$ cat config.mk
export PLATFORM = sky130hd
export DESIGN_NAME = gp_port
export DESIGN_NICKNAME = d
export VERILOG_FILES = /design/src/verilog/gp_pkg.sv /design/src/verilog/gp_sync.sv /design/src/verilog/gp_port.sv
export SDC_FILE = /design/constraint.sdc
export NUM_CORES = 1
export LEC_CHECK = 0
export ABC_AREA = 1
export BUFFER_PORTS_ARGS = -buffer_cell sky130_fd_sc_hd__buf_4
export CELL_PAD_IN_SITES_DETAIL_PLACEMENT = 2
export CELL_PAD_IN_SITES_GLOBAL_PLACEMENT = 2
export CORE_ASPECT_RATIO = 0.7
export CORE_MARGIN = 2
export CORE_UTILIZATION = 28
export DETAILED_ROUTE_END_ITERATION = 12
export PLACE_DENSITY = 0.77
export SETUP_SLACK_MARGIN = 0.3
export SYNTH_ARGS = -nofsm -noshare
export SYNTH_HDL_FRONTEND = slang
export SYNTH_SLANG_ARGS = --single-unit
$ cat constraint.sdc
create_clock -name clock -period 1.7 [get_ports clock]
set_input_delay 0.51 -clock clock [delete_from_list [all_inputs] [get_ports clock]]
set_output_delay 0.51 -clock clock [all_outputs]
set_load 0.01 [all_outputs]
$ cat src/verilog/gp_pkg.sv
// constants for the eight-bit general-purpose port: register map, reset values, bus codes
// assumes a 32-bit axi4-lite register bus with byte addresses on 8 bits
package gp_pkg;

  localparam int          GP_WIDTH      = 8;
  localparam int          GP_ADDR_W     = 8;
  localparam int          GP_TIMER_BIT  = 6;

  // register byte addresses
  localparam logic [7:0]  GP_ADDR_DIR   = 8'h00;
  localparam logic [7:0]  GP_ADDR_OUT   = 8'h04;
  localparam logic [7:0]  GP_ADDR_IN    = 8'h08;
  localparam logic [7:0]  GP_ADDR_ODR   = 8'h0C;
  localparam logic [7:0]  GP_ADDR_ALT   = 8'h10;
  localparam logic [7:0]  GP_ADDR_EDGE  = 8'h14;
  localparam logic [7:0]  GP_ADDR_MASK  = 8'h18;
  localparam logic [7:0]  GP_ADDR_STAT  = 8'h1C;
  localparam logic [7:0]  GP_ADDR_CTRL  = 8'h20;

  // control register fields
  localparam int          GP_CTRL_STOP  = 0;
  localparam int          GP_CTRL_T0SEL = 1;

  // reset values
  localparam logic [7:0]  GP_RST_DIR    = 8'h00;
  localparam logic [7:0]  GP_RST_OUT    = 8'hFF;
  localparam logic [7:0]  GP_RST_ODR    = 8'h00;
  localparam logic [7:0]  GP_RST_ALT    = 8'h0F;
  localparam logic [7:0]  GP_RST_EDGE   = 8'h00;
  localparam logic [7:0]  GP_RST_MASK   = 8'h00;
  localparam logic [7:0]  GP_RST_PIN    = 8'hFF;

  // axi response codes
  localparam logic [1:0]  GP_RESP_OKAY  = 2'h0;
  localparam logic [1:0]  GP_RESP_SLVERR = 2'h2;

endpackage

$ cat src/verilog/gp_sync.sv
// two-stage synchroniser, one pair of flip-flops per bit
// assumes the inputs may change at any time relative to clock
`timescale 1ns/10ps
module gp_sync
  import gp_pkg::*;
#(
  parameter int               W         = GP_WIDTH,
  parameter logic [W-1:0]     RST_VALUE = GP_RST_PIN
) (
  input  wire logic           clock,
  input  wire logic           rst_n,
  input  wire logic [W-1:0]   async_in,
  output logic      [W-1:0]   sync_out
);

  typedef struct packed {
    logic [W-1:0] stage1;
    logic [W-1:0] stage2;
  } gp_sync_s;

  gp_sync_s state;
  gp_sync_s next_state;

  // the first stage feeds only the second stage
  always_comb begin
    next_state = state;
    for (int i = 0; i < W; i++) begin
      next_state.stage1[i] = async_in[i];
      next_state.stage2[i] = state.stage1[i];
    end
  end

  always_ff @(posedge clock or negedge rst_n) begin
    if (!rst_n) begin
      state <= '{stage1: RST_VALUE, stage2: RST_VALUE};
    end else begin
      state <= next_state;
    end
  end

  assign sync_out = state.stage2;

endmodule // gp_sync

$ cat src/verilog/gp_port.sv
// eight-bit general-purpose port with alternate functions, edge interrupts and stop wake-up
// assumes an axi4-lite master on the register side and external pin pads with separate
// input, output, active-low output enable and pull-up control
//
// Function
// - one port of eight independently controllable bidirectional bits
// - every bit also carries an alternate function such as timer or debug
// - selected alternate function overrides direction, drive and pull-up of its pin
// - bit six may follow timer channel 0 output instead of the output latch
// - an input bit is either high impedance or weakly pulled up
// - after reset bits four to seven are inputs with their pull-ups on; bits zero to three follow the debug port
// - debug port owns its pins after reset; software releases them before port use
// - each bit raises an interrupt on a chosen rising or falling edge
// - in stop mode any enabled port interrupt wakes the device
// - stop mode ends on an enabled external interrupt or on external reset
// - direction register holds one bit per pin
// - writing the output register sets the level driven on output pins
// - reading the output register returns the stored latch for every bit
// - pin input register is read-only and returns every pin's level
// - for input pins the output register bit switches the pull-up
// - each output pin selects push-pull or open-drain drive
`timescale 1ns/10ps
module gp_port
  import gp_pkg::*;
#(
  parameter int W = GP_WIDTH
) (
  input  wire logic                 clock,
  input  wire logic                 rst_n,
  // axi4-lite slave
  input  wire logic [GP_ADDR_W-1:0] s_axi_awaddr,
  input  wire logic                 s_axi_awvalid,
  output logic                      s_axi_awready,
  input  wire logic [31:0]          s_axi_wdata,
  input  wire logic [3:0]           s_axi_wstrb,
  input  wire logic                 s_axi_wvalid,
  output logic                      s_axi_wready,
  output logic [1:0]                s_axi_bresp,
  output logic                      s_axi_bvalid,
  input  wire logic                 s_axi_bready,
  input  wire logic [GP_ADDR_W-1:0] s_axi_araddr,
  input  wire logic                 s_axi_arvalid,
  output logic                      s_axi_arready,
  output logic [31:0]               s_axi_rdata,
  output logic [1:0]                s_axi_rresp,
  output logic                      s_axi_rvalid,
  input  wire logic                 s_axi_rready,
  // pins of digital_port_zero
  input  wire logic [W-1:0]         pin_in,
  output logic      [W-1:0]         pin_out,
  output logic      [W-1:0]         pin_oe_n,
  output logic      [W-1:0]         pin_pullup,
  // alternate_function side
  input  wire logic [W-1:0]         alt_out,
  input  wire logic [W-1:0]         alt_drive,
  input  wire logic [W-1:0]         alt_pullup,
  output logic      [W-1:0]         alt_in,
  output logic      [W-1:0]         alt_select,
  input  wire logic                 timer0_out,
  // system
  output logic                      irq,
  output logic                      stop_mode,
  output logic                      wake
);

  typedef struct packed {
    logic [W-1:0]         dir;
    logic [W-1:0]         out_latch;
    logic [W-1:0]         odr;
    logic [W-1:0]         alt;
    logic [W-1:0]         edge_fall;
    logic [W-1:0]         mask;
    logic [W-1:0]         status;
    logic [W-1:0]         prev;
    logic                 t0_sel;
    logic                 stop;
    logic                 awready;
    logic                 wready;
    logic                 aw_full;
    logic                 w_full;
    logic [GP_ADDR_W-1:0] aw_addr;
    logic [W-1:0]         w_data;
    logic                 w_lane0;
    logic                 bvalid;
    logic [1:0]           bresp;
    logic                 arready;
    logic                 rvalid;
    logic [31:0]          rdata;
    logic [1:0]           rresp;
    logic [W-1:0]         pin_out;
    logic [W-1:0]         pin_oe_n;
    logic [W-1:0]         pin_pullup;
    logic                 irq;
    logic                 wake;
  } gp_port_s;

  gp_port_s     state;
  gp_port_s     next_state;
  logic [W-1:0] pin_sync;

  gp_sync #(
    .W         (W),
    .RST_VALUE (GP_RST_PIN)
  ) u_sync (
    .clock    (clock),
    .rst_n    (rst_n),
    .async_in (pin_in),
    .sync_out (pin_sync)
  );

  // read decode; unmapped offsets answer with an error and zero data
  function automatic logic [33:0] read_word(input logic [GP_ADDR_W-1:0] addr,
                                            input gp_port_s s,
                                            input logic [W-1:0] pins);
    logic [GP_ADDR_W-1:0] a;
    logic [31:0]          d;
    logic [1:0]           r;
    a = {addr[GP_ADDR_W-1:2], 2'b00};
    d = '0;
    r = GP_RESP_OKAY;
    case (a)
      GP_ADDR_DIR:  d[W-1:0] = s.dir;
      GP_ADDR_OUT:  d[W-1:0] = s.out_latch;
      GP_ADDR_IN:   d[W-1:0] = pins;
      GP_ADDR_ODR:  d[W-1:0] = s.odr;
      GP_ADDR_ALT:  d[W-1:0] = s.alt;
      GP_ADDR_EDGE: d[W-1:0] = s.edge_fall;
      GP_ADDR_MASK: d[W-1:0] = s.mask;
      GP_ADDR_STAT: d[W-1:0] = s.status;
      GP_ADDR_CTRL: begin
        d[GP_CTRL_STOP]  = s.stop;
        d[GP_CTRL_T0SEL] = s.t0_sel;
      end
      default:      r = GP_RESP_SLVERR;
    endcase
    return {r, d};
  endfunction

  always_comb begin
    logic [W-1:0]         rise;
    logic [W-1:0]         fall;
    logic [W-1:0]         event_hit;
    logic [W-1:0]         clear;
    logic [W-1:0]         level;
    logic [GP_ADDR_W-1:0] wa;
    logic                 do_write;
    logic [33:0]          rd;
    logic [33:0]          wd;
    rise       = '0;
    fall       = '0;
    event_hit  = '0;
    clear      = '0;
    level      = '0;
    wa         = '0;
    do_write   = 1'b0;
    rd         = '0;
    wd         = '0;
    next_state = state;
    next_state.wake = 1'b0;

    // edge detection on synchronised pins only
    rise      = pin_sync & ~state.prev;
    fall      = ~pin_sync & state.prev;
    event_hit = (state.edge_fall & fall) | (~state.edge_fall & rise);
    next_state.prev = pin_sync;

    // write channel: address and data taken in either order
    if (s_axi_awvalid && state.awready) begin
      next_state.aw_full = 1'b1;
      next_state.aw_addr = s_axi_awaddr;
    end
    if (s_axi_wvalid && state.wready) begin
      next_state.w_full  = 1'b1;
      next_state.w_data  = s_axi_wdata[W-1:0];
      next_state.w_lane0 = s_axi_wstrb[0];
    end
    if (state.bvalid && s_axi_bready) begin
      next_state.bvalid = 1'b0;
    end
    if (state.aw_full && state.w_full && !state.bvalid) begin
      do_write            = state.w_lane0;
      wa                  = {state.aw_addr[GP_ADDR_W-1:2], 2'b00};
      next_state.aw_full  = 1'b0;
      next_state.w_full   = 1'b0;
      next_state.bvalid   = 1'b1;
      wd                  = read_word(state.aw_addr, state, pin_sync);
      next_state.bresp    = wd[33:32];
    end

    if (do_write) begin
      case (wa)
        GP_ADDR_DIR:  next_state.dir       = state.w_data;
        GP_ADDR_OUT:  next_state.out_latch = state.w_data;
        GP_ADDR_ODR:  next_state.odr       = state.w_data;
        GP_ADDR_ALT:  next_state.alt       = state.w_data;
        GP_ADDR_EDGE: next_state.edge_fall = state.w_data;
        GP_ADDR_MASK: next_state.mask      = state.w_data;
        GP_ADDR_STAT: clear                = state.w_data;
        GP_ADDR_CTRL: begin
          next_state.t0_sel = state.w_data[GP_CTRL_T0SEL];
          if (state.w_data[GP_CTRL_STOP]) begin
            next_state.stop = 1'b1;
          end
        end
        default: ;
      endcase
    end

    // a new edge in the clearing cycle stays set
    next_state.status = (state.status & ~clear) | event_hit;

    // only the port's own edges or reset end stop mode
    if (state.stop && |(event_hit & state.mask)) begin
      next_state.stop = 1'b0;
      next_state.wake = 1'b1;
    end

    // read channel: answer in the cycle after the address is taken
    if (state.rvalid && s_axi_rready) begin
      next_state.rvalid = 1'b0;
    end
    if (s_axi_arvalid && state.arready) begin
      rd                = read_word(s_axi_araddr, state, pin_sync);
      next_state.rvalid = 1'b1;
      next_state.rdata  = rd[31:0];
      next_state.rresp  = rd[33:32];
    end

    next_state.awready = !next_state.aw_full && !next_state.bvalid;
    next_state.wready  = !next_state.w_full && !next_state.bvalid;
    next_state.arready = !next_state.rvalid;

    // pad control, registered so the pins never glitch on decode
    for (int i = 0; i < W; i++) begin
      level[i] = next_state.out_latch[i];
      if (i == GP_TIMER_BIT && next_state.t0_sel) begin
        level[i] = timer0_out;
      end
      if (next_state.alt[i]) begin
        next_state.pin_out[i]    = alt_out[i];
        next_state.pin_oe_n[i]   = !alt_drive[i];
        next_state.pin_pullup[i] = alt_pullup[i];
      end else if (next_state.dir[i]) begin
        next_state.pin_pullup[i] = 1'b0;
        if (next_state.odr[i]) begin
          next_state.pin_out[i]  = 1'b0;
          next_state.pin_oe_n[i] = level[i];
        end else begin
          next_state.pin_out[i]  = level[i];
          next_state.pin_oe_n[i] = 1'b0;
        end
      end else begin
        next_state.pin_out[i]    = 1'b0;
        next_state.pin_oe_n[i]   = 1'b1;
        next_state.pin_pullup[i] = next_state.out_latch[i];
      end
    end

    next_state.irq = |(next_state.status & next_state.mask);
  end

  always_ff @(posedge clock or negedge rst_n) begin
    if (!rst_n) begin
      state            <= '0;
      state.dir        <= GP_RST_DIR;
      state.out_latch  <= GP_RST_OUT;
      state.odr        <= GP_RST_ODR;
      state.alt        <= GP_RST_ALT;
      state.edge_fall  <= GP_RST_EDGE;
      state.mask       <= GP_RST_MASK;
      state.prev       <= GP_RST_PIN;
      state.awready    <= 1'b1;
      state.wready     <= 1'b1;
      state.arready    <= 1'b1;
      state.pin_oe_n   <= '1;
      state.pin_pullup <= GP_RST_OUT;
    end else begin
      state <= next_state;
    end
  end

  assign s_axi_awready = state.awready;
  assign s_axi_wready  = state.wready;
  assign s_axi_bvalid  = state.bvalid;
  assign s_axi_bresp   = state.bresp;
  assign s_axi_arready = state.arready;
  assign s_axi_rvalid  = state.rvalid;
  assign s_axi_rdata   = state.rdata;
  assign s_axi_rresp   = state.rresp;
  assign pin_out       = state.pin_out;
  assign pin_oe_n      = state.pin_oe_n;
  assign pin_pullup    = state.pin_pullup;
  assign alt_in        = pin_sync;
  assign alt_select    = state.alt;
  assign irq           = state.irq;
  assign stop_mode     = state.stop;
  assign wake          = state.wake;

endmodule // gp_port

# Word-level counts from Yosys, hierarchy flattened
# Cells that the tools add are included.
[totals]
romBits = 0
register_bits = 144
mem_bits_rw = 0
input_bits = 92
mem_count = 0
word_cells = 193
latch_bits = 0
output_inout_bits = 84
[op_classes]
shift = 0
div = 0
n_mux = 92
reduce_logical = 35
eq_ne = 23
n_bitwise = 13
addsub = 0
order_cmp = 0
mul = 0
[ops]
columns = ["cell", "n"]
rows = [
  ["2-to-1 mux 1 bit", 73],
  ["2-to-1 mux 8 bit", 9],
  ["AND 8 bit", 7],
  ["== test 6 x 3 -> 1 bit (second input constant)", 8],
  ["2-to-1 mux 48 bit", 1],
  ["case mux 6 bit (8 select lines)", 1],
  ["2-to-1 mux 35 bit", 1],
  ["== test 8 x 5 -> 1 bit (second input constant)", 4],
  ["NOT 8 bit", 4],
  ["== test 6 x 2 -> 1 bit (second input constant)", 4],
  ["case mux 2 bit (9 select lines)", 1],
  ["OR reduction 9 bit", 2],
  ["bitwise OR 8 bit", 2],
  ["OR reduction 8 bit", 2],
  ["zero test 1 bit", 13],
  ["== test 6 x 1 -> 1 bit (second input constant)", 2],
  ["== test 6 x 4 -> 1 bit (second input constant)", 2],
  ["zero test 6 bit", 2],
  ["logical AND 1 bit", 10],
  ["2-to-1 mux 2 bit", 5],
  ["== test 8 x 3 -> 1 bit (second input constant)", 1],
  ["== test 8 x 4 -> 1 bit (second input constant)", 1],
  ["== test 8 x 6 -> 1 bit (second input constant)", 1],
  ["zero test 8 bit", 1],
  ["4 further kinds", 6],
]

# Longest topological paths before layout
[depth]
word_depth = 11
depth_mapped = 13
ltp_nobuf = 12

# Modules after synthesis
# Synthesis repeated with hierarchy kept, for this count alone.
[hier_totals]
cells_unflattened = 838
hier_area_um2 = 6815.3
[modules_own_cells]
columns = ["module", "seq_area_each_um2", "n_inst", "cells_each", "area_each_um2"]
rows = [
  ["gp_port", 3151.8, 1, 822, 6394.9],
  ["gp_sync", 420.4, 1, 16, 420.4],
]

# Worst setup path after synthesis
# Ideal clock, no wire load.
[synth_timing]
kind = "reg-to-reg"
startpoint = "register state, in the netlist s_axi_bvalid"
endpoint = "register state, in the netlist pin_out[6]"
path_buffers = 1
required_ps = 1584
period_less_slack_ps = 1694
t_arrival_ps = 1578
setup_slack_ps = 6
setup_ps = 116
path_stages_with_launch = 14
path_cell_list = "dfrtp_1 > inv_1 > nand3_2 > nor2_4 > nand2_4 > nor2_4 > nand2_4 > buf_6 > nand2_2 > nand2_1 > nand3_2 > inv_1 > nand2_1 > nand2_1"
[synth_lines]
columns = ["item", "line", "text"]
rows = [
  ["start: declaration", "gp_port.sv:97", "gp_port_s state;"],
  ["start signal: assignment", "gp_port.sv:278", "state <= next_state;"],
]

==> flow_summary.toml <==
[sta]
min_period_ns = 2.21
setup_viol = 69
max_freq_mhz = 452
setup_ws_ns = -0.514
finalCritPeriodShare_pct = 130
rsz0062_at_grt = "true"
finalHoldViolations = 0
maxSlewViolCount = 0
skew_ns = 0.0175

[synth]
ys_warn_count = 0
avgSynthCellArea_sq_um = 8.32
seq_area_frac_synth_pct = 51.1
ys.flop_type = "dfrtp_1"
synthArstFlopShare_pct = 100
yosysUniqueCellTypes = 32
synth_edf_count = 0
ys_ff_latch = 140
synth_area_sq_um = 6990
synthCells = 840

[pwr]
leakage_nw = 5.30
peakVddDrop_mv = 0.798
p_per_area_nw_per_um2 = 1350

[critical_path]
path_max_fanout = 8
crit_path_end_kind = "flip-flop"
worst_path_most_repeated_cell = "nand2_1"
worstSetupPathType = "reg2reg"
crit_arrival_ns = 2.51
slowest_delay_ns = 0.45
worstPathRequired_ns = 2.00
critPathLaunchType = "flip-flop"
cp_slowest_cell = "dfrtp_2"
path_cells = "inv_2, nand3_4, nor2_4, buf_4, buf_6, nand4_1, buf_6, nand2_1, nand2_1, nand2_1, nand2_2, nor2_2, nand2_2"

[finish]
area_delta_synth_final_pct = 60.6
final_nets = 1167
num_antenna_cells = 0
final_cell_area_sq_um = 11200
final_layout_size_suffix_gt1_share_pct = 56.7
post-route-util_pct = 45.7

[global_route]
overflow = 0
antenna_found_initial = 1
grt_max_degree = 44
grt_pass1_wl_um = 43400
grtUsageTotal_pct = 22.5
grt_pass1_vias = 7239

[placement]
port_buffers = 118
post-dp-hpwl_um = 18200
placed_cell_area_sq_um = 8620
place.gp.congestion = 0.813

[drt]
vias = 6889
dr.first_iter.drc_count = 377
vias_per_cell = 4.88
wirelength_um = 34500
first_pass_iters = 4
postRouteAntennaNets = 0
drc_errors = 0
post_drt_wl_per_cell_um = 24.4

[floorplan]
die_width_um = 193
num_rows = 48
start_util_pct = 28.4
dieHeight_um = 136
fp.dieArea_sq_um = 26200
core_area_sq_um = 24600
pin_count = 176

[cts]
cts-root-buf = "clkbuf_16"
clkTransAtPathRegs_ns = 0.07
cts_max_path_buffers = 2
clk_latency_ns = 0.45
cts.sinks = 140
ctsHtreeMaxLevel = 4
cts_tree = "built"
numCtsBuffers = 17

[run]
cap_violations = 0

[worst_hold_path]
hp-class = "in2reg"

[outcome]
violations = "negative setup slack"
status = "complete, but fails checks"
==> logic make-up (layout without fill, tap and decap cells) <==
family	after synthesis	count (layout)	synth area share, %
compound gates	113	113	9.39
buf+inv	208	428	15.7
flops	140	140	51.1
other cells	1	26	0.0537
simple gates	378	381	23.8
==> worst max-delay path, delay by kind of cell, from the launching register on <==
family,cells,cell delay [ns]
and+or+nand+nor,9,1.10
DFF,1,0.45
buffers and inverters,4,0.50
==> placed cells by master (no fill, tap or decap), drive strengths merged, types with 14 or more instances in the layout <==
master    n
inv     116
buf     272
dfstp    55
nor2    100
dfrtp    85
o21ai    80
nand4    14
o22ai    21
conb     26
nand2   231
clkbuf   21
nand3    32
==> cell usage after synthesis, types with 14 or more instances <==
cell type	instances	area share (%)
buf_4	77	8.3
dfrtp_1	85	30
dfstp_2	55	21
inv_1	113	6.1
nand2_1	215	12
nand3_1	27	1.9
nand4_1	14	1.3
nor2_1	90	4.8
o21ai_0	51	3.7
o21ai_1	15	1.1
o21ai_2	14	1.8
o22ai_1	21	1.9
==> through the flow <==
stage | std cells | setup WS, ns | TNS (ns) | hold slack, ns | power, mW
after floorplan | 865 | 0.0683 | 0 | 0.214 | 7.27
after global placement | 1311 | -0.231 | -4.57 | 0.345 | 8.95
after detailed placement | 1311 | -0.318 | -8.08 | 0.347 | 9.12
after CTS | 1386 | -0.168 | -3.39 | 0.165 | 13.9
after global routing | 1413 | -0.556 | -18.62 | 0.154 | 15.9
final | 1413 | -0.514 | -14.35 | 0.177 | 15.2
==> registers in the layout, indices dropped and copies added (netlist names) <==
name / flops
s_axi_arready: 1
s_axi_rvalid: 1
u_sync.sync_out: 8
irq: 1
s_axi_rresp: 1
pin_oe_n: 8
pin_out: 8
s_axi_wready: 1
s_axi_rdata: 8
stop_mode: 1
state: 74
u_sync.next_state: 8
s_axi_bvalid: 1
wake: 1
s_axi_awready: 1
alt_select: 8
pin_pullup: 8
s_axi_bresp: 1
==> layout make-up <==
class	count	area (sq um)
repair buffers	274	2690
clock buffers	20	447
multi-input cells	520	3520
clock inverters	12	100
well taps	325	407
flip-flops and latches	140	3570
fillers	2589	13300
inverters	122	487
==> power breakdown <==
| group | internal (mW) | leakage [nW] | total (mW) | switching [mW] |
|---|---|---|---|---|
| Clock | 2.03 | 0.254 | 3.65 | 1.61 |
| Combinational | 2.70 | 3.37 | 6.41 | 3.71 |
| Sequential | 4.33 | 1.67 | 5.13 | 0.796 |
| Total | 9.06 | 5.30 | 15.2 | 6.12 |
==> path summary, 6_finish.rpt <==
kind,start,end,slack [ns],cells after the start
worst min register to register,u_sync.next_state[0],u_sync.sync_out[0],0.35,0
worst max-delay path,s_axi_bvalid,irq,-0.51,13
worst max register to register,s_axi_bvalid,irq,-0.51,13
min in group asynchronous,rst_n,alt_select[6],0.52,2
worst min-delay path,pin_in[2],u_sync.next_state[2],0.18,1
max in group asynchronous,rst_n,u_sync.sync_out[3],0.55,3
==> per-layer routing <==
metal  vias to the layer above  GRT usage (%)  share of wire [%]
li1                       3006              -                  -
met1                      3557           29.9                 42
met2                       240           37.3                 49
met3                        84           4.18                5.0
met4                         2           6.66                3.6
met5                         -              0              0.023
==> repair_timing <==
item / in CTS / in global routing
setup endpoints to repair: 151 / 152
endpoints found under the hold margin: 14 / 0
setup buffers: 39 / 26
gates cloned: 3 / 1
hold buffers: 1 / 0
resized for setup: 206 / 202
pin swaps: 26 / 80
Note: power is estimated with default switching activity, not from simulation.
